File: config.mk
export PLATFORM = sky130hd
export DESIGN_NAME = link_power_monitor
export DESIGN_NICKNAME = d
export VERILOG_FILES = /design/src/rtl/link_power_pkg.sv /design/src/rtl/iface_clock_gen.sv /design/src/rtl/link_power_monitor.sv /design/src/rtl/low_time_counter.sv
export SDC_FILE = /design/constraint.sdc
export NUM_CORES = 1
export LEC_CHECK = 0
export ABC_AREA = 1
export ABC_CLOCK_PERIOD_IN_PS = 2700
export CORE_ASPECT_RATIO = 1.4
export CORE_UTILIZATION = 23
export CTS_CLUSTER_DIAMETER = 60
export DETAILED_ROUTE_END_ITERATION = 10
export DONT_BUFFER_PORTS = 1
export SLEW_MARGIN = 20
export SYNTH_ARGS = -nofsm -noshare
export SYNTH_HDL_FRONTEND = slang
export SYNTH_SLANG_ARGS = --single-unit
File: constraint.sdc
create_clock -name clk -period 2.7 [get_ports clk]
set_clock_uncertainty 0.15 [all_clocks]
set_input_delay 0.135 -clock clk [delete_from_list [all_inputs] [get_ports clk]]
set_output_delay 0.135 -clock clk [all_outputs]
set_load 0.05 [all_outputs]
File: src/rtl/link_power_pkg.sv
// Constants, register map and types shared by the link power status monitor.
package link_power_pkg;

    // Register byte addresses on the APB slave.
    localparam logic [7:0] ADDR_CONTROL = 8'h00;
    localparam logic [7:0] ADDR_STATE = 8'h04;
    localparam logic [7:0] ADDR_IRQ_STATUS = 8'h08;
    localparam logic [7:0] ADDR_IRQ_CLEAR = 8'h0c;
    localparam logic [7:0] ADDR_IRQ_ENABLE = 8'h10;
    localparam logic [7:0] ADDR_POWER_CLASS = 8'h14;

    // Control register field: the link-active bit.
    localparam int CTRL_LINK_ACTIVE = 0;
    localparam logic CTRL_LINK_ACTIVE_RESET = 1'b0;

    // State register field positions.
    localparam int STATE_IF_LSB = 0;
    localparam int STATE_SENSE = 2;
    localparam int STATE_REPORTED = 3;
    localparam int STATE_CLASS_LSB = 4;
    localparam int STATE_WIDE = 7;

    // Interrupt event bit positions and width.
    localparam int IRQ_W = 3;
    localparam int IRQ_SENSE_LOST = 0;
    localparam int IRQ_DISABLED = 1;
    localparam int IRQ_RESTORED = 2;
    localparam logic [IRQ_W-1:0] IRQ_RESET = 3'h0;

    // Clock period and sense thresholds in their own units.
    localparam int CLK_PERIOD_PS = 5000;
    localparam int SENSE_RESET_NS = 2600;
    localparam int SENSE_DISABLE_NS = 26000;
    // Least times round up to whole cycles.
    localparam int SENSE_RESET_CYCLES =
        (SENSE_RESET_NS * 1000 + CLK_PERIOD_PS - 1) / CLK_PERIOD_PS;
    localparam int SENSE_DISABLE_CYCLES =
        (SENSE_DISABLE_NS * 1000 + CLK_PERIOD_PS - 1) / CLK_PERIOD_PS;

    // Interface clock rates in kHz and the accumulator step added per reference clock cycle.
    localparam int ACC_W = 24;
    localparam longint CLK_KHZ = 200000;
    localparam longint WIDE_KHZ = 98304;
    localparam longint NARROW_KHZ = 49152;
    localparam logic [ACC_W-1:0] STEP_WIDE = ACC_W'(((2 * WIDE_KHZ) << ACC_W) / CLK_KHZ);
    localparam logic [ACC_W-1:0] STEP_NARROW = ACC_W'(((2 * NARROW_KHZ) << ACC_W) / CLK_KHZ);

    // Serial status frame: one start bit and eight payload bits.
    localparam int FRAME_W = 9;
    localparam logic FRAME_START = 1'b1;
    localparam int COUNT_W = 4;

    // State of the link-facing interface.
    typedef enum logic [1:0] {IF_ACTIVE, IF_RESET, IF_DISABLED} if_state_e;

endpackage

File: src/rtl/iface_clock_gen.sv
// Phase accumulator that derives the interface clock from the reference clock.
module iface_clock_gen #(
    parameter int ACC_W = 24
) (
    input wire logic clk,
    input wire logic rstn,
    input wire logic run,
    input wire logic [ACC_W-1:0] step,
    output logic clkOut
);

    // Whole state of the generator.
    typedef struct packed {
        logic [ACC_W-1:0] acc;
        logic clkOut;
    } gen_s;

    gen_s r;
    gen_s next_r;
    logic [ACC_W:0] sum;

    // Toggle on each accumulator carry; low when stopped.
    always_comb
    begin
        next_r = r;
        sum = {1'b0, r.acc} + {1'b0, step};
        if (!run)
        begin
            next_r.acc = '0;
            next_r.clkOut = 1'b0;
        end
        else
        begin
            next_r.acc = sum[ACC_W-1:0];
            next_r.clkOut = r.clkOut ^ sum[ACC_W];
        end
    end

    // Register the state.
    always_ff @(posedge clk or negedge rstn)
    begin
        if (!rstn)
        begin
            r <= '0;
        end
        else
        begin
            r <= next_r;
        end
    end

    assign clkOut = r.clkOut;

endmodule

File: src/rtl/link_power_monitor.sv
// Link power status monitor with its APB registers and link-facing outputs.
//
// Contract
// - Sense inactive after about 2.6 us low.
// - Sense lost: reset state, outputs zero, request ignored.
// - Low about 26 us: disabled, clock stopped.
// - Report link active: sense active and bit set.
// - Sample power-class straps at hardware reset.
// - Wide mode: interface clock 98.304 MHz.
// - Narrow mode: interface clock 49.152 MHz.
// - Power-down stops all but cable-activity monitor.
// - Power-down forces internal control reset.
// - Wide mode sends status serially on output.
module link_power_monitor #(
    parameter int DISABLE_CYCLES = link_power_pkg::SENSE_DISABLE_CYCLES,
    parameter int RESET_CYCLES = link_power_pkg::SENSE_RESET_CYCLES
) (
    input wire logic clk,
    input wire logic rstn,
    // APB slave.
    input wire logic [7:0] paddr,
    input wire logic psel,
    input wire logic penable,
    input wire logic pwrite,
    input wire logic [31:0] pwdata,
    output logic [31:0] prdata,
    output logic pready,
    output logic pslverr,
    // Link side inputs.
    input wire logic linkPowerSense,
    input wire logic linkRequestIn,
    input wire logic powerClassStrap0,
    input wire logic powerClassStrap1,
    input wire logic powerClassStrap2,
    input wire logic powerDownIn,
    input wire logic wideInterfaceModeSelect,
    // Device side sources.
    input wire logic cableActivityIn,
    input wire logic [1:0] coreControl,
    input wire logic [7:0] coreData,
    // Link side outputs.
    output logic [1:0] interfaceControlLines,
    output logic [7:0] interfaceData,
    output logic interfaceClock,
    output logic serialStatusOut,
    output logic cableActivityOut,
    // Device side outputs.
    output logic linkRequestOut,
    output logic linkReportedActive,
    output logic [2:0] powerClass,
    output logic coreShutdown,
    output logic irq
);

    // Whole state of the monitor.
    typedef struct packed {
        logic [31:0] prdata;
        logic pready;
        logic pslverr;
        logic linkActive;
        logic [2:0] powerClass;
        logic strapsTaken;
        logic [link_power_pkg::IRQ_W-1:0] irqStatus;
        logic [link_power_pkg::IRQ_W-1:0] irqEnable;
        link_power_pkg::if_state_e ifState;
        logic [1:0] ctl;
        logic [7:0] data;
        logic linkReq;
        logic cableActive;
        logic linkReported;
        logic [link_power_pkg::FRAME_W-1:0] shift;
        logic [link_power_pkg::COUNT_W-1:0] shiftCount;
        logic [7:0] lastSent;
        logic serialOut;
        logic coreShutdown;
        logic irq;
    } mon_s;

    mon_s r;
    mon_s next_r;

    // Low-time detector outputs.
    logic senseResetHit;
    logic senseDisableHit;
    // Counters restart on high sense or power-down.
    logic counterClear;
    // Interface clock enable and rate.
    logic clockRun;
    logic [link_power_pkg::ACC_W-1:0] clockStep;
    // Status payload for the serial frame.
    logic [7:0] payload;
    // Bus strobes for the completing access.
    logic doAccess;
    logic doWrite;

    // Restart on any high sense sample.
    assign counterClear = linkPowerSense | powerDownIn;
    // Clock stops when disabled or powered down.
    assign clockRun = (r.ifState != link_power_pkg::IF_DISABLED) && !powerDownIn;
    // Rate is picked by the interface mode pin.
    assign clockStep = wideInterfaceModeSelect ? link_power_pkg::STEP_WIDE
                                               : link_power_pkg::STEP_NARROW;

    // Detector for the reset threshold.
    low_time_counter #(
        .LIMIT(RESET_CYCLES),
        .WIDTH(16)
    ) resetCounter (
        .clk(clk),
        .rstn(rstn),
        .clear(counterClear),
        .expired(senseResetHit)
    );

    // Detector for the disable threshold.
    low_time_counter #(
        .LIMIT(DISABLE_CYCLES),
        .WIDTH(16)
    ) disableCounter (
        .clk(clk),
        .rstn(rstn),
        .clear(counterClear),
        .expired(senseDisableHit)
    );

    // Interface clock generator.
    iface_clock_gen #(
        .ACC_W(link_power_pkg::ACC_W)
    ) clockGen (
        .clk(clk),
        .rstn(rstn),
        .run(clockRun),
        .step(clockStep),
        .clkOut(interfaceClock)
    );

    // Serial payload: status bits, state and flags.
    assign payload = {r.irqStatus, r.ifState, r.linkReported, ~senseResetHit, 1'b0};

    // An access completes when ready is already up.
    assign doAccess = psel && penable && r.pready;
    assign doWrite = doAccess && pwrite;

    // Next-state logic for the whole monitor.
    always_comb
    begin
        next_r = r;

        // Cable activity is followed even in power-down.
        next_r.cableActive = cableActivityIn;

        // Bus answer: ready rises one cycle into the access phase.
        next_r.pready = psel && penable && !r.pready;
        next_r.pslverr = 1'b0;
        next_r.prdata = '0;
        if (psel && penable && !r.pready)
        begin
            // Address decode for read data and the error answer.
            if (paddr == link_power_pkg::ADDR_CONTROL)
            begin
                next_r.prdata[link_power_pkg::CTRL_LINK_ACTIVE] = r.linkActive;
            end
            else if (paddr == link_power_pkg::ADDR_STATE)
            begin
                next_r.prdata[link_power_pkg::STATE_IF_LSB +: 2] = r.ifState;
                next_r.prdata[link_power_pkg::STATE_SENSE] = ~senseResetHit;
                next_r.prdata[link_power_pkg::STATE_REPORTED] = r.linkReported;
                next_r.prdata[link_power_pkg::STATE_CLASS_LSB +: 3] = r.powerClass;
                next_r.prdata[link_power_pkg::STATE_WIDE] = wideInterfaceModeSelect;
            end
            else if (paddr == link_power_pkg::ADDR_IRQ_STATUS)
            begin
                next_r.prdata[link_power_pkg::IRQ_W-1:0] = r.irqStatus;
            end
            else if (paddr == link_power_pkg::ADDR_IRQ_CLEAR)
            begin
                // Write-only register reads as zero.
                next_r.prdata = '0;
            end
            else if (paddr == link_power_pkg::ADDR_IRQ_ENABLE)
            begin
                next_r.prdata[link_power_pkg::IRQ_W-1:0] = r.irqEnable;
            end
            else if (paddr == link_power_pkg::ADDR_POWER_CLASS)
            begin
                next_r.prdata[2:0] = r.powerClass;
            end
            else
            begin
                // Unmapped address answers with an error.
                next_r.pslverr = 1'b1;
            end
        end

        // Register writes take effect on the completing edge.
        if (doWrite)
        begin
            if (paddr == link_power_pkg::ADDR_CONTROL)
            begin
                next_r.linkActive = pwdata[link_power_pkg::CTRL_LINK_ACTIVE];
            end
            else if (paddr == link_power_pkg::ADDR_IRQ_CLEAR)
            begin
                next_r.irqStatus = r.irqStatus & ~pwdata[link_power_pkg::IRQ_W-1:0];
            end
            else if (paddr == link_power_pkg::ADDR_IRQ_ENABLE)
            begin
                next_r.irqEnable = pwdata[link_power_pkg::IRQ_W-1:0];
            end
            else if (paddr == link_power_pkg::ADDR_POWER_CLASS)
            begin
                next_r.powerClass = pwdata[2:0];
            end
            else
            begin
                // Other addresses hold nothing writable.
                next_r.linkActive = r.linkActive;
            end
        end

        // Straps are caught on the first edge after reset.
        if (!r.strapsTaken)
        begin
            next_r.strapsTaken = 1'b1;
            next_r.powerClass = {powerClassStrap2, powerClassStrap1,
                powerClassStrap0};
        end

        // Interface state follows the low-time detectors.
        case (r.ifState)
            link_power_pkg::IF_ACTIVE:
            begin
                if (senseResetHit)
                begin
                    next_r.ifState = link_power_pkg::IF_RESET;
                    next_r.irqStatus[link_power_pkg::IRQ_SENSE_LOST] = 1'b1;
                end
            end
            link_power_pkg::IF_RESET:
            begin
                if (!senseResetHit)
                begin
                    next_r.ifState = link_power_pkg::IF_ACTIVE;
                    next_r.irqStatus[link_power_pkg::IRQ_RESTORED] = 1'b1;
                end
                else if (senseDisableHit)
                begin
                    next_r.ifState = link_power_pkg::IF_DISABLED;
                    next_r.irqStatus[link_power_pkg::IRQ_DISABLED] = 1'b1;
                end
            end
            link_power_pkg::IF_DISABLED:
            begin
                if (!senseResetHit)
                begin
                    next_r.ifState = link_power_pkg::IF_ACTIVE;
                    next_r.irqStatus[link_power_pkg::IRQ_RESTORED] = 1'b1;
                end
            end
            default:
            begin
                next_r.ifState = link_power_pkg::IF_RESET;
            end
        endcase

        // Link outputs zero and requests dropped unless active.
        if (r.ifState == link_power_pkg::IF_ACTIVE && !senseResetHit)
        begin
            next_r.ctl = coreControl;
            next_r.data = coreData;
            next_r.linkReq = linkRequestIn;
        end
        else
        begin
            next_r.ctl = '0;
            next_r.data = '0;
            next_r.linkReq = 1'b0;
        end

        // Self-ID link state needs active sense and the control bit.
        next_r.linkReported = !senseResetHit && r.linkActive;

        // Serial status sender, only in wide mode.
        if (!wideInterfaceModeSelect)
        begin
            next_r.shiftCount = '0;
            next_r.serialOut = 1'b0;
            next_r.lastSent = '0;
        end
        else if (r.shiftCount != '0)
        begin
            next_r.serialOut = r.shift[link_power_pkg::FRAME_W-1];
            next_r.shift = {r.shift[link_power_pkg::FRAME_W-2:0], 1'b0};
            next_r.shiftCount = r.shiftCount - 1'b1;
        end
        else if (payload != r.lastSent)
        begin
            next_r.serialOut = 1'b0;
            next_r.shift = {link_power_pkg::FRAME_START, payload};
            next_r.shiftCount = link_power_pkg::COUNT_W'(link_power_pkg::FRAME_W);
            next_r.lastSent = payload;
        end
        else
        begin
            next_r.serialOut = 1'b0;
        end

        // One level interrupt from enabled sticky bits.
        next_r.irq = |(next_r.irqStatus & next_r.irqEnable);
        next_r.coreShutdown = 1'b0;

        // Power-down resets all control state except cable activity.
        if (powerDownIn)
        begin
            next_r = '0;
            next_r.ifState = link_power_pkg::IF_RESET;
            next_r.cableActive = cableActivityIn;
            next_r.coreShutdown = 1'b1;
        end
    end

    // Register the state; reset loads constants only.
    always_ff @(posedge clk or negedge rstn)
    begin
        if (!rstn)
        begin
            r <= '0;
            r.linkActive <= link_power_pkg::CTRL_LINK_ACTIVE_RESET;
            r.irqStatus <= link_power_pkg::IRQ_RESET;
            r.ifState <= link_power_pkg::IF_RESET;
        end
        else
        begin
            r <= next_r;
        end
    end

    // Outputs straight from the state register.
    assign prdata = r.prdata;
    assign pready = r.pready;
    assign pslverr = r.pslverr;
    assign interfaceControlLines = r.ctl;
    assign interfaceData = r.data;
    assign serialStatusOut = r.serialOut;
    assign cableActivityOut = r.cableActive;
    assign linkRequestOut = r.linkReq;
    assign linkReportedActive = r.linkReported;
    assign powerClass = r.powerClass;
    assign coreShutdown = r.coreShutdown;
    assign irq = r.irq;

endmodule

File: src/rtl/low_time_counter.sv
// Counter that flags when an input has stayed low for a number of cycles.
module low_time_counter #(
    parameter int LIMIT = 520,
    parameter int WIDTH = 16
) (
    input wire logic clk,
    input wire logic rstn,
    input wire logic clear,
    output logic expired
);

    // Whole state of the counter.
    typedef struct packed {
        logic [WIDTH-1:0] count;
        logic expired;
    } cnt_s;

    cnt_s r;
    cnt_s next_r;

    // Restart on clear, otherwise count up and saturate at the limit.
    always_comb
    begin
        next_r = r;
        if (clear)
        begin
            next_r.count = '0;
            next_r.expired = 1'b0;
        end
        else if (r.count < WIDTH'(LIMIT))
        begin
            next_r.count = r.count + 1'b1;
        end
        else
        begin
            next_r.expired = 1'b1;
        end
    end

    // Register the state.
    always_ff @(posedge clk or negedge rstn)
    begin
        if (!rstn)
        begin
            r <= '0;
        end
        else
        begin
            r <= next_r;
        end
    end

    assign expired = r.expired;

endmodule

==> results of run 1 <==
where the power goes:
group | leakage, uW | switching [uW] | internal, uW
Sequential | 0.00158 | 197 | 1890
Clock | 0.000294 | 960 | 1400
Combinational | 0.00175 | 712 | 365
state kept, by name (all words and copies together) (netlist names), 3 cells and up:
signal	flops
prdata	8
r	24
powerClass	3
disableCounter.r	16
resetCounter.r	16
interfaceData	8
clockGen.r	24
payload	5
placed cells by master (no fill, tap or decap), types with 10 or more instances in the layout:
| cell type | Yosys | routed |
|---|---|---|
| a21oi_1 | 46 | 46 |
| clkbuf_16 | 0 | 17 |
| conb_1 | 1 | 24 |
| dfrtp_1 | 116 | 116 |
| dlygate4sd3_1 | 0 | 31 |
| ha_1 | 19 | 19 |
| inv_1 | 122 | 122 |
| nand2_1 | 148 | 148 |
| nand2_2 | 10 | 10 |
| nand3_1 | 47 | 47 |
| nand4_1 | 16 | 16 |
| nor2_1 | 107 | 107 |
| nor3_1 | 21 | 21 |
| o21ai_0 | 65 | 65 |
per-stage QoR:
stage	worst slack [ns]	hold slack (ns)	instances
2_1_floorplan	0.8252	-0.3106	872
3_3_place_gp	0.5805	-0.3057	1195
3_5_place_dp	0.5716	-0.3008	1195
4_1_cts	0.2072	-0.7600	1258
5_1_grt	0.07904	-0.7646	1259
6_report	0.2291	-0.7489	1259
layout make-up:
type	instances	area [um2]	area share, %
multi-input cells	569	2902	37.45
clock inverters	15	181.4	2.341
flip-flops and latches	117	2929	37.80
inverters	128	481.7	6.217
repair buffers	38	360.3	4.650
well taps	375	469.2	6.055
clock buffers	17	425.4	5.490
layer usage:
layer | up-vias | GRT usage (%) | routed length (um)
li1 | 2711 | - | -
met2 | 99 | 20.00 | 8256
met1 | 2554 | 12.92 | 6657
met3 | 19 | 2.607 | 667
met4 | 0 | 3.872 | 217
met5 | - | 0 | 0
kinds of logic after synthesis:
family / count (synthesis)
AO/OA/AOI/OAI: 137
XOR/XNOR: 11
adder cells (fa/ha/maj): 20
buffers and inverters: 186
flip-flops: 117
other: 1
AND/OR/NAND/NOR: 377
repair_timing:
action,4_1_cts,5_1_grt
buffers inserted,0,0
hold buffers,31,1
endpoints found under the hold margin,212,118
worst paths after layout:
check                                        start                          to  slack [ns]  cells after the start
min in group clk           wideInterfaceModeSelect    clockGen.r[14]$_DFF_PN0_        0.03                      3
setup / recovery                  pready$_DFF_PN0_               irq$_DFF_PN0_        0.23                     10
setup reg to reg                  pready$_DFF_PN0_               irq$_DFF_PN0_        0.23                     10
max in group asynchronous                     rstn      payload[3]$_DFFE_PN1P_        2.93                      0
hold reg to reg                  r[16]$_DFFE_PN0P_           r[16]$_DFFE_PN0P_        0.32                      2
hold / removal                                rstn  cableActivityOut$_DFF_PN0_       -0.75                      0
==> impl_metrics.toml, run 1 <==
[setup_path]
worstSetupPathType = "flop to flop"
crit_path_end_kind = "flop"
crit_buf_inv = 3
crit_path_frequent_cell = "nand2_1"
crit_required_ns = 2.92
cp_slowest_stage_delay_ns = 0.64
cp_slowest_cell = "dlygate4sd3_1"
path_max_fanout = 4
cp_cell_sequence = "buf_4 > nand2_1 > nor2_2 > nand4_2 > dlygate4sd3_1 > o21ai_0 > nand2_1 > nand3_1 > nand2_1 > inv_1"
worstPathArrival_ns = 2.69
cp_top_family = "buffers and inverters"
start_kind = "flop"

[placement]
hpwl_um = 11200
gp_congestion = 0.8203
placed_area_um2 = 6827
port_buffers = 0

[final_layout]
diodes = 0
fin_util_pct = 27.28
n_fill_cell = 3052
synthToLayoutAreaGrowth_pct = 16.72
drive_gt1_share_pct = 8.937
nNetsFinal = 954
final_area_um2 = 7749

[power_and_ir_drop]
powerDensity_nw_per_um2 = 712.7
ir_drop_uv = 420.7
total_power_uw = 5523
power_leakage_uw = 0.003627

[drt]
wl_per_cell_um = 12.55
vias_per_cell = 4.276
vias = 5383
firstDrtPassIters = 4
drtIter0Drc = 350
ant_nets = 0
drc = 0
drt-total-wl_um = 15800

[die]
die_y_um = 203.0
start_util_pct = 23.37
die_area_um2 = 29560
io_pins = 117
rows = 73
core_um2 = 28410
die_w_um = 145.6

[synthesis]
yosys.area_share.simple_pct = 25.57
synth_seq_area_share_pct = 44.12
synthMuxAreaShare_pct = 0
synth_xor_area_share_pct = 1.451
synth_top_family_by_area = "simple AND/OR/NAND/NOR gates"
syn_area_per_cell_um2 = 7.820
yosys.area.top_type = "dfrtp_1"
ys_async_sr_fraction_pct = 100.0
ys_seq_elements = 117
synth_cells = 849
synth-edff-count = 0
synthTopCellsByCount = "nand2_1, inv_1, dfrtp_1, nor2_1, o21ai_0"
synth_compound_area_share_pct = 11.44
netlist_area_um2 = 6639
synth_fa_ha_area_share_pct = 3.882
synth_area_leaders = "dfrtp_1, nand2_1, inv_1, nor2_1, buf_4"
synth_cell_types = 45
synth-main-ff-cell = "dfrtp_1"
yosys.area.top_type_share_pct = 43.72
synth_most_common_cell = "nand2_1"
ys_warn_count = 0

[clock_tree]
cts_buffers = 17
clockRootBuffer = "clkbuf_16"
cts.htree.levels = 4
cts_resized = 0
path_clk_slew_ns = 0.07
clk_path_buf_depth = 2
cts_tree = "built"
cts_sinks = 117
worst_skew_pair.late_latency_ns = 0.43

[sta]
fmax_ghz = 0.4047
finalMaxSlewViolations = 0
hold_slack_ns = -0.7489
period_needed_ns = 2.471
period_share_pct = 91.51
finalHoldViolCount = 117
rsz0062_at_grt = "no"
worstMarginPinSlew_ns = 0.5546
finalSetupViolations = 0
slew_headroom_pct = 63.02
fin_tns_setup_ns = 0

[global_route]
grt_pass1_vias = 5215
grt_max_degree = 118
antenna_found_initial = 0
track_usage_pct = 11.16
grt_pass1_wl_um = 26030
gr-total-overflow = 0

[worst_hold_path]
min_path_type = "primary input to asynchronous set/reset pin"

[outcome]
violations = "negative hold slack"
outcome = "finished with violations"

[job]
drv_cap = 0
No activity file was read; power rests on OpenSTA's default activity.
==> inputs of run 2 (changes only) <==
ABC_AREA = 0   (was 1)
CTS_BUF_LIST = sky130_fd_sc_hd__clkbuf_8   (was default)
==> run 2 against run 1 <==
  * The flow finishes with violations (design-rule violations, negative hold slack)
  * Final area fell by 10%
  * Synthesized cell count fell by 29%
  * Setup slack got worse by 0.13 ns
  * Critical endpoint is now r[41]$_DFF_PN0_
  * Largest power group is now registers
==> impl_metrics.toml, run 2 <==
[sta]
rsz0062_at_grt = "no"
finalMaxSlewViolations = 0
fin_tns_setup_ns = 0
worstMarginPinSlew_ns = 0.8844
slew_headroom_pct = 40.85
fmax_ghz = 0.3847
finalSetupViolations = 0
finalHoldViolCount = 117
period_needed_ns = 2.599
hold_slack_ns = -0.7487
period_share_pct = 96.27

[setup_path]
worstRegToRegCells = 6
start_kind = "flop"
ff2ff_setup_slack_ns = 0.10
crit_path_end_kind = "flop"
timing.rr.start = "pready$_DFF_PN0_"
crit_required_ns = 2.83
path_max_fanout = 5
worstPathArrival_ns = 2.73
worstSetupPathType = "flop to flop"
worstReg2RegEnd = "r[41]$_DFF_PN0_"

[clock_tree]
clockRootBuffer = "clkbuf_8"
cts_buffers = 17
path_clk_slew_ns = 0.07
worst_skew_pair.late_latency_ns = 0.43
hold_buffers = 34
clk_path_buf_depth = 2
cts.htree.levels = 4
cts_tree = "built"
cts_sinks = 117

[global_route]
antenna_found_initial = 0
gr-total-overflow = 0
track_usage_pct = 9.990
grt_pass1_wl_um = 21640
grt_max_degree = 118
grt_pass1_vias = 4357

[final_layout]
diodes = 0
drive_gt1_share_pct = 9.922
nNetsFinal = 716
reg.largest.list = "clockGen.r (24), r (24)"
multiInputGateArea_um2 = 2700
final_cell_mix = "dfrtp_1, nor2_1, nand2_1"
layout_commonest_cell = "dfrtp_1"
n_fill_cell = 2641
stdcell_count = 964
seq_area_um2 = 2929
synthToLayoutAreaGrowth_pct = 15.79

[synthesis]
synth_area_leaders = "dfrtp_1, buf_4, xor2_1, nor2_1, ha_1"
ys_warn_count = 0
synth_top_family_by_area = "simple AND/OR/NAND/NOR gates"
synth_fa_ha_area_share_pct = 4.279
ys_seq_elements = 117
synth-edff-count = 0
ys_async_sr_fraction_pct = 100.0
synth_seq_area_share_pct = 48.63
yosys.area_share.simple_pct = 18.84
synth_most_common_cell = "dfrtp_1"
synthMuxAreaShare_pct = 2.015
synth_compound_area_share_pct = 11.36
synth_cells = 602
synth_xor_area_share_pct = 6.689
synth_cell_types = 61
syn_area_per_cell_um2 = 10.01
synthTopCellsByCount = "dfrtp_1, nor2_1, buf_4, nand2_1, xor2_1"
yosys.area.top_type_share_pct = 48.19
synth-main-ff-cell = "dfrtp_1"
netlist_area_um2 = 6023
yosys.area.top_type = "dfrtp_1"

[drt]
vias = 4270
drtIter0Drc = 217
ant_nets = 0
drc = 14
wl_per_cell_um = 13.32
firstDrtPassIters = 8
vias_per_cell = 4.429
drt-total-wl_um = 12840

[die]
die_y_um = 193.5
die_w_um = 138.8
core_um2 = 25550
start_util_pct = 23.57
rows = 69
die_area_um2 = 26850
io_pins = 117

[power_and_ir_drop]
power_leakage_uw = 0.003208
ir_drop_uv = 265.4
powerDensity_nw_per_um2 = 673.4

[worst_hold_path]
min_path_type = "primary input to asynchronous set/reset pin"

[job]
drv_cap = 0

[placement]
hpwl_um = 8671
port_buffers = 0
gp_congestion = 0.7960
dpl.cell_count = 899

[outcome]
outcome = "finished with violations"
violations = "design-rule violations, negative hold slack"
## run 2: cell types whose count changed after synthesis, moves of 11 or more
cell	before	now
nand2_1	148	36
inv_1	122	13
o21ai_0	65	9
nor2_1	107	72
nand3_1	47	14
xor2_1	5	33
and2_1	0	27
a21oi_1	46	25
clkbuf_1	4	19
and3_1	1	12
mux2i_1	0	11
## run 2: metal layers
layer / wire length (um) / track usage [%]
met1: 5324 / 10.86
met2: 6983 / 18.91
met3: 317 / 1.683
met4: 210 / 4.156
met5: 0 / 0
## run 2: cell families after synthesis
family	after synthesis
AO/OA/AOI/OAI	100
XOR/XNOR	46
adder cells (fa/ha/maj)	20
buffers and inverters	81
flip-flops	117
multiplexers	12
other	1
AND/OR/NAND/NOR	225
## run 2: power by group
part / internal [uW] / switching [uW]
clock network: 876 / 678
registers: 1890 / 193
logic: 474 / 589
## run 2: timing repair
action                                  in CTS  in global routing
setup buffers                                0                  0
endpoints found under the hold margin      181                117
endpoints found under the setup margin       0                  6
gates resized for setup                      0                  3
## run 2: through the flow
stage               power, uW  utilization [%]  worst slack (ns)  instance area, um2
floorplan                2923                -            0.2943                6110
global placement         3113            24.41            0.2566                6237
detailed placement       3124            24.41            0.2599                6237
CTS                      4749            27.25           0.02767                6963
global route             4972            27.29           0.01658                6974
finish                   4697            27.29            0.1008                6974
## run 2: critical path, stage by stage (launching register included)
cell and delay (ns):
dfrtp_1 0.39, nand4_1 0.26, or2_4 0.35, or4_4 0.46
mux2i_1 0.22, dlygate4sd3_1 0.59, nor2_1 0.04
## run 2: layout make-up
type / count / area share (%)
clock buffer: 20 / 3.947
tap: 319 / 5.723
clock inverter: 11 / 1.579
inverter: 14 / 0.7535
timing repair buffer: 56 / 7.284
multi-input combinational: 427 / 38.72
sequential: 117 / 42.00
## run 2: worst max-delay path by stage
| stage | start | end | slack, ns | cells past startpoint |
|---|---|---|---|---|
| 2_1_floorplan | pready$_DFF_PN0_ | irq$_DFF_PN0_ | 0.29 | 7 |
| 3_3_place_gp | paddr[1] | irq$_DFF_PN0_ | 0.26 | 6 |
| 6_report | pready$_DFF_PN0_ | r[41]$_DFF_PN0_ | 0.10 | 6 |
| 4_1_cts | pready$_DFF_PN0_ | irq$_DFF_PN0_ | 0.03 | 7 |
| 5_1_grt | pready$_DFF_PN0_ | r[39]$_DFF_PN0_ | 0.02 | 6 |
| 3_5_place_dp | paddr[1] | irq$_DFF_PN0_ | 0.26 | 6 |
